<file path="config.mk">
export PLATFORM = sky130hd
export DESIGN_NAME = lim_ctrl
export DESIGN_NICKNAME = d
export VERILOG_FILES = /design/src/lim_pkg.sv /design/src/lim_ctrl.sv
export SDC_FILE = /design/constraint.sdc
export NUM_CORES = 1
export LEC_CHECK = 0
export CORE_MARGIN = 2
export CORE_UTILIZATION = 35
export DETAILED_ROUTE_END_ITERATION = 12
export DONT_BUFFER_PORTS = 1
export PLACE_DENSITY = 0.48
export SLEW_MARGIN = 20
export SYNTH_ARGS = -nofsm -noshare
export SYNTH_HDL_FRONTEND = slang
export SYNTH_SLANG_ARGS = --single-unit
</file>
<file path="constraint.sdc">
create_clock -name clk -period 3.5 [get_ports clk]
set_clock_uncertainty 0.05 [all_clocks]
set_input_delay 0.175 -clock clk [delete_from_list [all_inputs] [get_ports clk]]
set_output_delay 0.175 -clock clk [all_outputs]
set_load 0.05 [all_outputs]
</file>
<file path="src/lim_pkg.sv">
// Constants and types for the laser interlock mode controller
package lim_pkg;
  // Timing
  localparam int CLK_HZ         = 20_000_000;
  localparam int OPEN_DELAY_S   = 10;
  localparam int OPEN_DELAY_CYC = OPEN_DELAY_S * CLK_HZ;
  localparam int TRAVEL_MS      = 500;
  localparam int TRAVEL_CYC     = TRAVEL_MS * (CLK_HZ / 1000);
  localparam int DEB_US         = 100;
  localparam int DEB_CYC        = DEB_US * (CLK_HZ / 1_000_000);
  localparam int CNT_W          = 28;
  localparam int DEB_W          = 11;
  localparam int NSH            = 2;
  // Pin vector positions
  localparam int P_KEY   = 0;
  localparam int P_EOFF0 = 1;
  localparam int P_EOFF1 = 2;
  localparam int P_DOOR0 = 3;
  localparam int P_DOOR1 = 4;
  localparam int P_COVER = 5;
  localparam int P_PWR   = 6;
  localparam int P_IN0   = 7;
  localparam int P_OUT0  = 9;
  localparam int P_BADGE = 11;
  localparam int P_PRES  = 12;
  localparam int NPIN    = 13;
  // Fault latch bits
  localparam int F_EOFF  = 0;
  localparam int F_PWR   = 1;
  localparam int F_DOOR  = 2;
  localparam int F_COVER = 3;
  localparam int F_INC0  = 4;
  localparam int NFLT    = 6;
  localparam logic [5:0] FLT_OFF = 6'h3B;
  localparam logic [5:0] FLT_PSU = 6'h0B;
  // Register byte addresses
  localparam logic [5:0] A_CMD  = 6'h00;
  localparam logic [5:0] A_STAT = 6'h04;
  localparam logic [5:0] A_FLT  = 6'h08;
  // Command register fields
  localparam int C_MODE   = 0;
  localparam int C_GO     = 3;
  localparam int C_OPEN0  = 4;
  localparam int C_CLOSE0 = 6;
  localparam int C_RST    = 8;
  localparam int C_REMOTE = 9;
  localparam int C_PWD    = 10;
  // Status register fields
  localparam int S_MODE = 0;
  localparam int S_OPEN = 3;
  localparam int S_PSU  = 5;
  localparam int S_WARN = 7;
  localparam int S_INC  = 8;
  localparam int S_ERR  = 9;
  localparam int S_IN   = 10;
  localparam int S_OUT  = 12;
  localparam int S_KEY  = 14;
  typedef enum logic [2:0] {
    M_OFF = 3'h0, M_ENCL = 3'h1, M_NORM = 3'h2, M_MAINT = 3'h3,
    M_JOB = 3'h4, M_PARAM = 3'h5, M_HARM = 3'h6
  } lim_mode_t;
  typedef enum logic [1:0] {
    SH_CLOSED = 2'h0, SH_WARN = 2'h1, SH_OPEN = 2'h2
  } lim_shut_t;
endpackage

</file>
<file path="src/lim_ctrl.sv">
// Laser interlock and operating mode controller with Avalon-MM registers
// Notes on behaviour
// - Emergency off closes shutters, drops supply permits
// - Emergency off also forces laser-off mode
// - Warn during ten second delay before opening
// - Flag both, neither, or missing inserted sensor
// - Inconsistency warns and drops that laser's permit
// - Inserted sensor shown as monitored status output
// - Interlock faults latch until explicit reset
// - Lost interlock line or power trips everything
// - Open door (normal mode and above) or cover contact (enclosed mode) means fault
// - Fault reset needs valid authorization
// - Door fault closes shutters; emergencies drop supplies
// - Laser-off mode: no permits, shutters closed
// - High-hazard modes enable supplies and shutters
// - Key turned on starts in laser-off
// - Enclosed mode needs closed enclosure cover
// - Normal, maintenance, job-analysis modes are distinct
// - Parametric and harmonics modes as extra values
// - Enclosure cover fault disables enclosed lasers
// - Remote commands refused while personnel present unless the password bit is set; closes always taken
// - Local requests other than closing accepted only with approved badge
// - Two redundant transport shutters on path one
// - Key removal trips everything, sets laser-off
// - Mode request refused when interlocks unmet
`timescale 1ns/1ps
module lim_ctrl #(
  parameter int unsigned OPEN_DELAY_CYC_P = lim_pkg::OPEN_DELAY_CYC,
  parameter int unsigned TRAVEL_CYC_P     = lim_pkg::TRAVEL_CYC
) (
  // Clock, reset, enable
  input  wire logic                    clk,
  input  wire logic                    rstn,
  input  wire logic                    ce,
  // Avalon-MM slave
  input  wire logic [5:0]              avs_address,
  input  wire logic                    avs_read,
  input  wire logic                    avs_write,
  input  wire logic [31:0]             avs_writedata,
  output logic [31:0]                  avs_readdata,
  output logic                         avs_waitrequest,
  // Panel and interlock pins
  input  wire logic                    keyOn,
  input  wire logic [1:0]              eoffClosed,
  input  wire logic [1:0]              doorClosed,
  input  wire logic                    coverClosed,
  input  wire logic                    intlkPowerOk,
  input  wire logic [lim_pkg::NSH-1:0] shutInSens,
  input  wire logic [lim_pkg::NSH-1:0] shutOutSens,
  input  wire logic                    badgeOk,
  input  wire logic                    personnelPresent,
  // Permits and indicators
  output logic [lim_pkg::NSH-1:0]      shutterOpen,
  output logic [1:0]                   transportOpen,
  output logic [lim_pkg::NSH-1:0]      psuPermit,
  output logic                         openWarn,
  output logic                         inconsAlarm,
  output logic                         modeErr,
  output lim_pkg::lim_mode_t           mode,
  output logic [lim_pkg::NSH-1:0]      shutInStatus
);
  import lim_pkg::*;

  logic [NPIN-1:0]  pinRaw;
  logic [NPIN-1:0]  sync1;
  logic [NPIN-1:0]  sync2;
  logic [NPIN-1:0]  deb;
  logic [31:0]      cmd;
  logic             cmdWr;
  logic             cmdOk;
  logic             auth;
  logic             rstAcc;
  logic             keyOk;
  logic             doorsOk;
  logic             class4;
  logic             travelDone;
  lim_mode_t        reqMode;
  logic [NFLT-1:0]  cause;

  assign pinRaw = {personnelPresent, badgeOk, shutOutSens, shutInSens, intlkPowerOk,
                   coverClosed, doorClosed, eoffClosed, keyOn};

  // Two-stage synchroniser on every pin
  always_ff @(posedge clk or negedge rstn) begin
    if (!rstn) begin
      sync1 <= '0;
      sync2 <= '0;
    end else if (ce) begin
      sync1 <= pinRaw;
      sync2 <= sync1;
    end
  end

  // Debounce: a level is taken once stable for DEB_CYC cycles
  for (genvar g = 0; g < NPIN; g++) begin : g_deb
    logic [DEB_W-1:0] cnt_reg;
    logic [DEB_W-1:0] cnt_next;
    logic             val_reg;
    logic             val_next;
    always_comb begin
      cnt_next = cnt_reg;
      val_next = val_reg;
      if (sync2[g] == val_reg) begin
        cnt_next = '0;
      end else if (cnt_reg == DEB_W'(DEB_CYC - 1)) begin
        val_next = sync2[g];
        cnt_next = '0;
      end else begin
        cnt_next = cnt_reg + 1'b1;
      end
    end
    always_ff @(posedge clk or negedge rstn) begin
      if (!rstn) begin
        cnt_reg <= '0;
        val_reg <= 1'b0;
      end else if (ce) begin
        cnt_reg <= cnt_next;
        val_reg <= val_next;
      end
    end
    assign deb[g] = val_reg;
  end

  // Bus slave state
  logic        wait_reg;
  logic        wait_next;
  logic [31:0] rdata_reg;
  logic [31:0] rdata_next;
  logic [31:0] stat;

  // Control state
  lim_mode_t         mode_reg;
  lim_mode_t         mode_next;
  logic [NFLT-1:0]   fault_reg;
  logic [NFLT-1:0]   fault_next;
  lim_shut_t         shState_reg [NSH];
  lim_shut_t         shState_next [NSH];
  logic [CNT_W-1:0]  dly_reg [NSH];
  logic [CNT_W-1:0]  dly_next [NSH];
  logic [CNT_W-1:0]  travel_reg;
  logic [CNT_W-1:0]  travel_next;
  logic              modeErr_reg;
  logic              modeErr_next;
  logic [NSH-1:0]    open_reg;
  logic [NSH-1:0]    open_next;
  logic [1:0]        transport_reg;
  logic [1:0]        transport_next;
  logic [NSH-1:0]    psu_reg;
  logic [NSH-1:0]    psu_next;
  logic              warn_reg;
  logic              warn_next;
  logic              inc_reg;
  logic              inc_next;
  logic [NSH-1:0]    inStat_reg;
  logic              forceOff;
  logic              reqOk;
  logic              hazard;
  logic              shAllow;
  logic              psuOk;

  assign cmd     = avs_writedata;
  assign cmdWr   = ce && avs_write && !wait_reg && (avs_address == A_CMD);
  // Remote origin needs clear area or password; local needs a badge
  assign auth    = cmd[C_REMOTE] ? (!deb[P_PRES] || cmd[C_PWD]) : deb[P_BADGE];
  assign cmdOk   = cmdWr && auth;
  assign rstAcc  = cmdOk && cmd[C_RST];
  assign reqMode = lim_mode_t'(cmd[C_MODE +: 3]);
  assign keyOk   = deb[P_KEY];
  assign doorsOk = deb[P_DOOR0] && deb[P_DOOR1];
  assign class4  = mode_reg >= M_NORM;
  assign travelDone = travel_reg == '0;

  // Fault causes; an open or unplugged contact reads as fault
  always_comb begin
    cause          = '0;
    cause[F_EOFF]  = !(deb[P_EOFF0] && deb[P_EOFF1]);
    cause[F_PWR]   = !deb[P_PWR];
    cause[F_DOOR]  = class4 && !doorsOk;
    cause[F_COVER] = (mode_reg == M_ENCL) && !deb[P_COVER];
    for (int i = 0; i < NSH; i++) begin
      cause[F_INC0 + i] = travelDone && ((deb[P_IN0 + i] == deb[P_OUT0 + i]) ||
                          (!deb[P_IN0 + i] && !open_reg[i]));
    end
  end

  always_comb begin
    // A new cause wins over a reset in the same cycle
    fault_next = (rstAcc ? '0 : fault_reg) | cause;
    forceOff   = !keyOk || (|(fault_next & FLT_OFF));
    mode_next  = mode_reg;
    modeErr_next = modeErr_reg;
    unique case (reqMode)
      M_OFF:   reqOk = 1'b1;
      M_ENCL:  reqOk = keyOk && deb[P_COVER] && (fault_next == '0);
      M_NORM, M_MAINT, M_JOB, M_PARAM, M_HARM: begin
        reqOk = keyOk && doorsOk && (fault_next == '0);
      end
      default: reqOk = 1'b0;
    endcase
    if (forceOff) begin
      mode_next = M_OFF;
    end else if (cmdOk && cmd[C_GO]) begin
      if (reqOk) begin
        mode_next = reqMode;
        modeErr_next = 1'b0;
      end else begin
        modeErr_next = 1'b1;
      end
    end
    hazard  = mode_next != M_OFF;
    shAllow = hazard && (fault_next == '0);
    psuOk   = hazard && !(|(fault_next & FLT_PSU)) &&
              !(fault_next[F_DOOR] && (mode_next == M_MAINT || mode_next == M_JOB));
    warn_next = 1'b0;
    for (int i = 0; i < NSH; i++) begin
      shState_next[i] = shState_reg[i];
      dly_next[i]     = dly_reg[i];
      unique case (shState_reg[i])
        SH_CLOSED: begin
          if (cmdOk && cmd[C_OPEN0 + i] && shAllow) begin
            shState_next[i] = SH_WARN;
            dly_next[i]     = '0;
          end
        end
        SH_WARN: begin
          if (dly_reg[i] == CNT_W'(OPEN_DELAY_CYC_P - 1)) begin
            shState_next[i] = SH_OPEN;
          end else begin
            dly_next[i] = dly_reg[i] + 1'b1;
          end
        end
        SH_OPEN: begin
        end
        default: shState_next[i] = SH_CLOSED;
      endcase
      // Closing is always allowed and needs no badge
      if (!shAllow || (cmdWr && cmd[C_CLOSE0 + i])) begin
        shState_next[i] = SH_CLOSED;
      end
      open_next[i] = shState_next[i] == SH_OPEN;
      psu_next[i]  = psuOk && !fault_next[F_INC0 + i];
      warn_next    = warn_next || (shState_next[i] == SH_WARN);
    end
    transport_next = {2{open_next[NSH-1]}};
    inc_next = |fault_next[F_INC0 +: NSH];
    // Sensors are ignored while a shutter is still moving
    if (open_next != open_reg) begin
      travel_next = CNT_W'(TRAVEL_CYC_P - 1);
    end else if (travelDone) begin
      travel_next = '0;
    end else begin
      travel_next = travel_reg - 1'b1;
    end
  end

  always_ff @(posedge clk or negedge rstn) begin
    if (!rstn) begin
      mode_reg      <= M_OFF;
      fault_reg     <= '0;
      travel_reg    <= '0;
      modeErr_reg   <= 1'b0;
      open_reg      <= '0;
      transport_reg <= '0;
      psu_reg       <= '0;
      warn_reg      <= 1'b0;
      inc_reg       <= 1'b0;
      inStat_reg    <= '0;
      for (int i = 0; i < NSH; i++) begin
        shState_reg[i] <= SH_CLOSED;
        dly_reg[i]     <= '0;
      end
    end else if (ce) begin
      mode_reg      <= mode_next;
      fault_reg     <= fault_next;
      travel_reg    <= travel_next;
      modeErr_reg   <= modeErr_next;
      open_reg      <= open_next;
      transport_reg <= transport_next;
      psu_reg       <= psu_next;
      warn_reg      <= warn_next;
      inc_reg       <= inc_next;
      inStat_reg    <= deb[P_IN0 +: NSH];
      for (int i = 0; i < NSH; i++) begin
        shState_reg[i] <= shState_next[i];
        dly_reg[i]     <= dly_next[i];
      end
    end
  end

  // Bus: one wait cycle, then the answer
  always_comb begin
    stat = '0;
    stat[S_MODE +: 3]   = mode_reg;
    stat[S_OPEN +: NSH] = open_reg;
    stat[S_PSU +: NSH]  = psu_reg;
    stat[S_WARN]        = warn_reg;
    stat[S_INC]         = inc_reg;
    stat[S_ERR]         = modeErr_reg;
    stat[S_IN +: NSH]   = deb[P_IN0 +: NSH];
    stat[S_OUT +: NSH]  = deb[P_OUT0 +: NSH];
    stat[S_KEY]         = keyOk;
    wait_next  = !((avs_read || avs_write) && wait_reg);
    rdata_next = rdata_reg;
    if (avs_read && wait_reg) begin
      unique case (avs_address)
        A_STAT:  rdata_next = stat;
        A_FLT:   rdata_next = {{(32 - NFLT){1'b0}}, fault_reg};
        default: rdata_next = '0;
      endcase
    end
  end

  always_ff @(posedge clk or negedge rstn) begin
    if (!rstn) begin
      wait_reg  <= 1'b1;
      rdata_reg <= '0;
    end else if (ce) begin
      wait_reg  <= wait_next;
      rdata_reg <= rdata_next;
    end
  end

  assign avs_readdata    = rdata_reg;
  assign avs_waitrequest = wait_reg;
  assign shutterOpen     = open_reg;
  assign transportOpen   = transport_reg;
  assign psuPermit       = psu_reg;
  assign openWarn        = warn_reg;
  assign inconsAlarm     = inc_reg;
  assign modeErr         = modeErr_reg;
  assign mode            = mode_reg;
  assign shutInStatus    = inStat_reg;
endmodule

</file>
==> impl_results.md <==
* Status: finished with violations
* Failing checks: negative hold slack, max-slew violations
* Post-synth ARST share at 100%
* Crit-path max cell delay at 660 ps
* Warnings from Yosys at 0
* Post-CTS setup buffer count at 0
* MaxCap Viol Count at 0
* Leakage dissipation at 7.81 nW
* Slowest-stage cell, CP: a2111oi_4
* Internal Pwr Total at 6.52 mW
* Clock Power Share at 46.4%
* Yosys cell types at 73
* Final WL at 40000 um
* Crit path cell chain: nand4bb_1 -> buf_4 -> nor3_4 -> and3_1 -> a2111oi_4 -> a2111oi_0 -> buf_4 -> o32ai_4 -> buf_4 -> o21ai_0 -> a22o_1
* Worst-path clk slew at 60 ps
* Final nets at between 1500 and 2000
* RSZ-0062 raised after global routing: false
* Placer Congestion at 0.806
* Total power divided by cell area at between 400 and 500 nW/um^2
* Sequential power share at between 40 and 50%
* Sequential area share after synthesis at 47.6%
* Via-to-Cell Ratio at about 5.3
* Final slew viol count at 62
* Netlist area before placement at approximately 16000 um^2
* TNS Setup at 0 ps
* Placed insts at ~2300
* First-pass GRT wire length at ~66000 um
* Worst Setup Start Kind: flip-flop
* Initial antenna violation count at 2
* Total Routing Usage GR at 17.3%
* Share of layout cells above drive strength 1 at 9.46%
* Root Driver: clkbuf_16
* Full die area at 47400 um^2
* Mean Syn Cell Area at 9.38 um^2
* Design area at 18300 um^2
* WP data arrival at between 3000 and 4000 ps
* Initial core utilization at 35.4%
* DRC viols at 0
* CTS H-tree lvls at 2
* Cells after Synth at ~1700
* Detailed-route via count at 12600
* Comb power frac at 8.0%
* Finished Layout Cells at between 2000 and 2500
* Period utilisation layout at 90.1%
* Gr ovfl total at 0
* Fmax at 317 MHz
* DP HPWL at roughly 25000 um
* 1st-iter DRT viols at 803
* Final Critical Period at around 3200 ps
* Post-cts hold buffer count at 23
* Largest net degree at the start of global routing at 305
* CP required at a little under 4000 ps
* Least-Margin Pin Slew at between 1500 and 2000 ps
* Crit end category: flip-flop
* CTS tree: built
* Placement-stage cell area at 16700 um^2
* Final setup vio count at 0
* CTS sink count at 304
* Hold Path Class: input port to asynchronous set/reset pin
* Slew HR at -3.08%
* NetSw at 2.20 mW
* # IOs at 103
* Switching Share at 25.2%
* Drt wl/cell at 17.0 um
* Core Rows at between 70 and 80
* Top FF cell, synth: dfrtp_1
* PortBufs at 0
* Core area at 45200 um^2
* TritonCTS buffer count at 38
* WS Path Type: flip-flop to flip-flop
* Vias in the first global route at about 12000
* Fin. Hold Viols at ~300
* Max Root-Sink Buffers at 3
* TritonRoute pass-1 iters at 5
* Fin util at 40.4%
* Clock Latency Late Sink at 550 ps
* Power Total at around 8.7 mW
* Die Y at 218 um
* #FFs+latches synth at 304
* Largest register FFs at 143
* Crit Path Max Fanout at 10
* Most common cell on crit path: buf_4
* Worst hold margin at -720 ps
* Area delta synth->final at 14.2%
* Final ANT Viol Nets at 0
* Peak VDD IR at 0.000265 V
* Post-synth EDFFs at 0
* Chip width at 218 um
-- routing by layer --
layer | part of all wire [%] | global-route usage [%]
met4 | 2.8 | 6.51
met5 | 0 | 0
met2 | 45 | 27.3
met1 | 47 | 23.7
met3 | 4.8 | 3.12
-- layout by cell type, fill, tap and decap left out, drive strengths merged, types with 37 or more instances in the layout --
cell / netlist / routed
nand3: 90 / 90
nor2: 100 / 100
inv: 49 / 50
xor2: 63 / 63
buf: 28 / 45
o2bb2ai: 37 / 37
dfrtp: 303 / 303
mux2: 44 / 44
nand2: 192 / 192
and3: 78 / 78
o21ai: 211 / 211
clkbuf: 74 / 58
nand2b: 70 / 70
-- area by class of cell --
class                           instances  area [um^2]
Sequential cell                       304         7610
Tap cell                              600          751
Clock buffer                           58         1120
Inverter                               50          188
Timing Repair Buffer                   67          616
Fill cell                            4435        26900
Antenna cell                            2         5.00
Clock inverter                         11          161
Multi-Input combinational cell       1264         7820
-- cells by family after synthesis --
| group | synth area share (%) |
|---|---|
| AND/OR/NAND/NOR | 22.5 |
| AO/OA/AOI/OAI | 15.8 |
| flip-flops | 47.6 |
| buffers and inverters | 4.11 |
| XOR/XNOR | 4.55 |
| multiplexers | 4.10 |
| adder cells (fa/ha/maj) | 1.25 |
| other | 0.0235 |
-- synthesized netlist by cell type, drive strengths merged, types with 16 or more instances --
master / instances / share of area, %
a21oi: 18 / 0.56
a31oi: 16 / 0.63
and3: 78 / 3.1
buf: 28 / 1.2
clkbuf: 74 / 1.7
dfrtp: 303 / 47
ha: 16 / 1.3
inv: 49 / 1.2
mux2: 44 / 3.1
mux2i: 16 / 1.0
nand2: 192 / 4.5
nand2b: 70 / 2.7
nand3: 90 / 2.9
nand4: 28 / 1.1
nor2: 100 / 2.4
nor3: 23 / 0.79
nor4: 23 / 0.99
o21ai: 211 / 6.6
o2bb2ai: 37 / 2.0
o31ai: 31 / 1.5
or3: 22 / 0.86
xnor2: 20 / 1.1
xor2: 63 / 3.5
-- per-stage QoR --
stage          setup WS (ps)  hold WS [ps]
5_1_grt                 63.2          -745
3_3_place_gp            87.5          -153
4_1_cts                 6.33          -740
2_1_floorplan            147          -171
6_report                 345          -720
3_5_place_dp            27.3          -150
-- critical path, delay by kind of cell, from the launching register on --
family                 cells  cell delay (ps)
AND/OR/NAND/NOR            3              390
flip-flops                 1              520
AO/OA/AOI/OAI              5             1500
buffers and inverters      3              570
-- power by group through the flow --
stage / sequential, mW / clock [mW] / combinational (mW)
global placement: 4.02 / 0 / 0.618
global route: 4.00 / 4.32 / 0.799
floorplan: 3.99 / 0 / 0.567
detailed placement: 4.03 / 0 / 0.641
finish: 3.97 / 4.04 / 0.700
CTS: 3.97 / 4.18 / 0.709
-- what timing repair did --
item / in CTS / in global routing
endpoints found under the hold margin: 494 / 304
resized for setup: 0 / 1
endpoints found under the setup margin: 0 / 27
-- path summary, 6_finish.rpt --
check	start	endpoint	slack, ps	cells after the start
min in group clk	avs_read	avs_readdata[11]	40	4
max in group asynchronous	rstn	shutterOpen[1]	2790	0
max	avs_waitrequest	travel_reg[3]	350	11
min reg2reg	g_deb[0].cnt_reg[10]	g_deb[0].cnt_reg[10]	440	1
min	rstn	g_deb[9].cnt_reg[7]	-720	0
max reg2reg	avs_waitrequest	travel_reg[3]	350	11
Note: power is estimated with default switching activity, not from simulation.
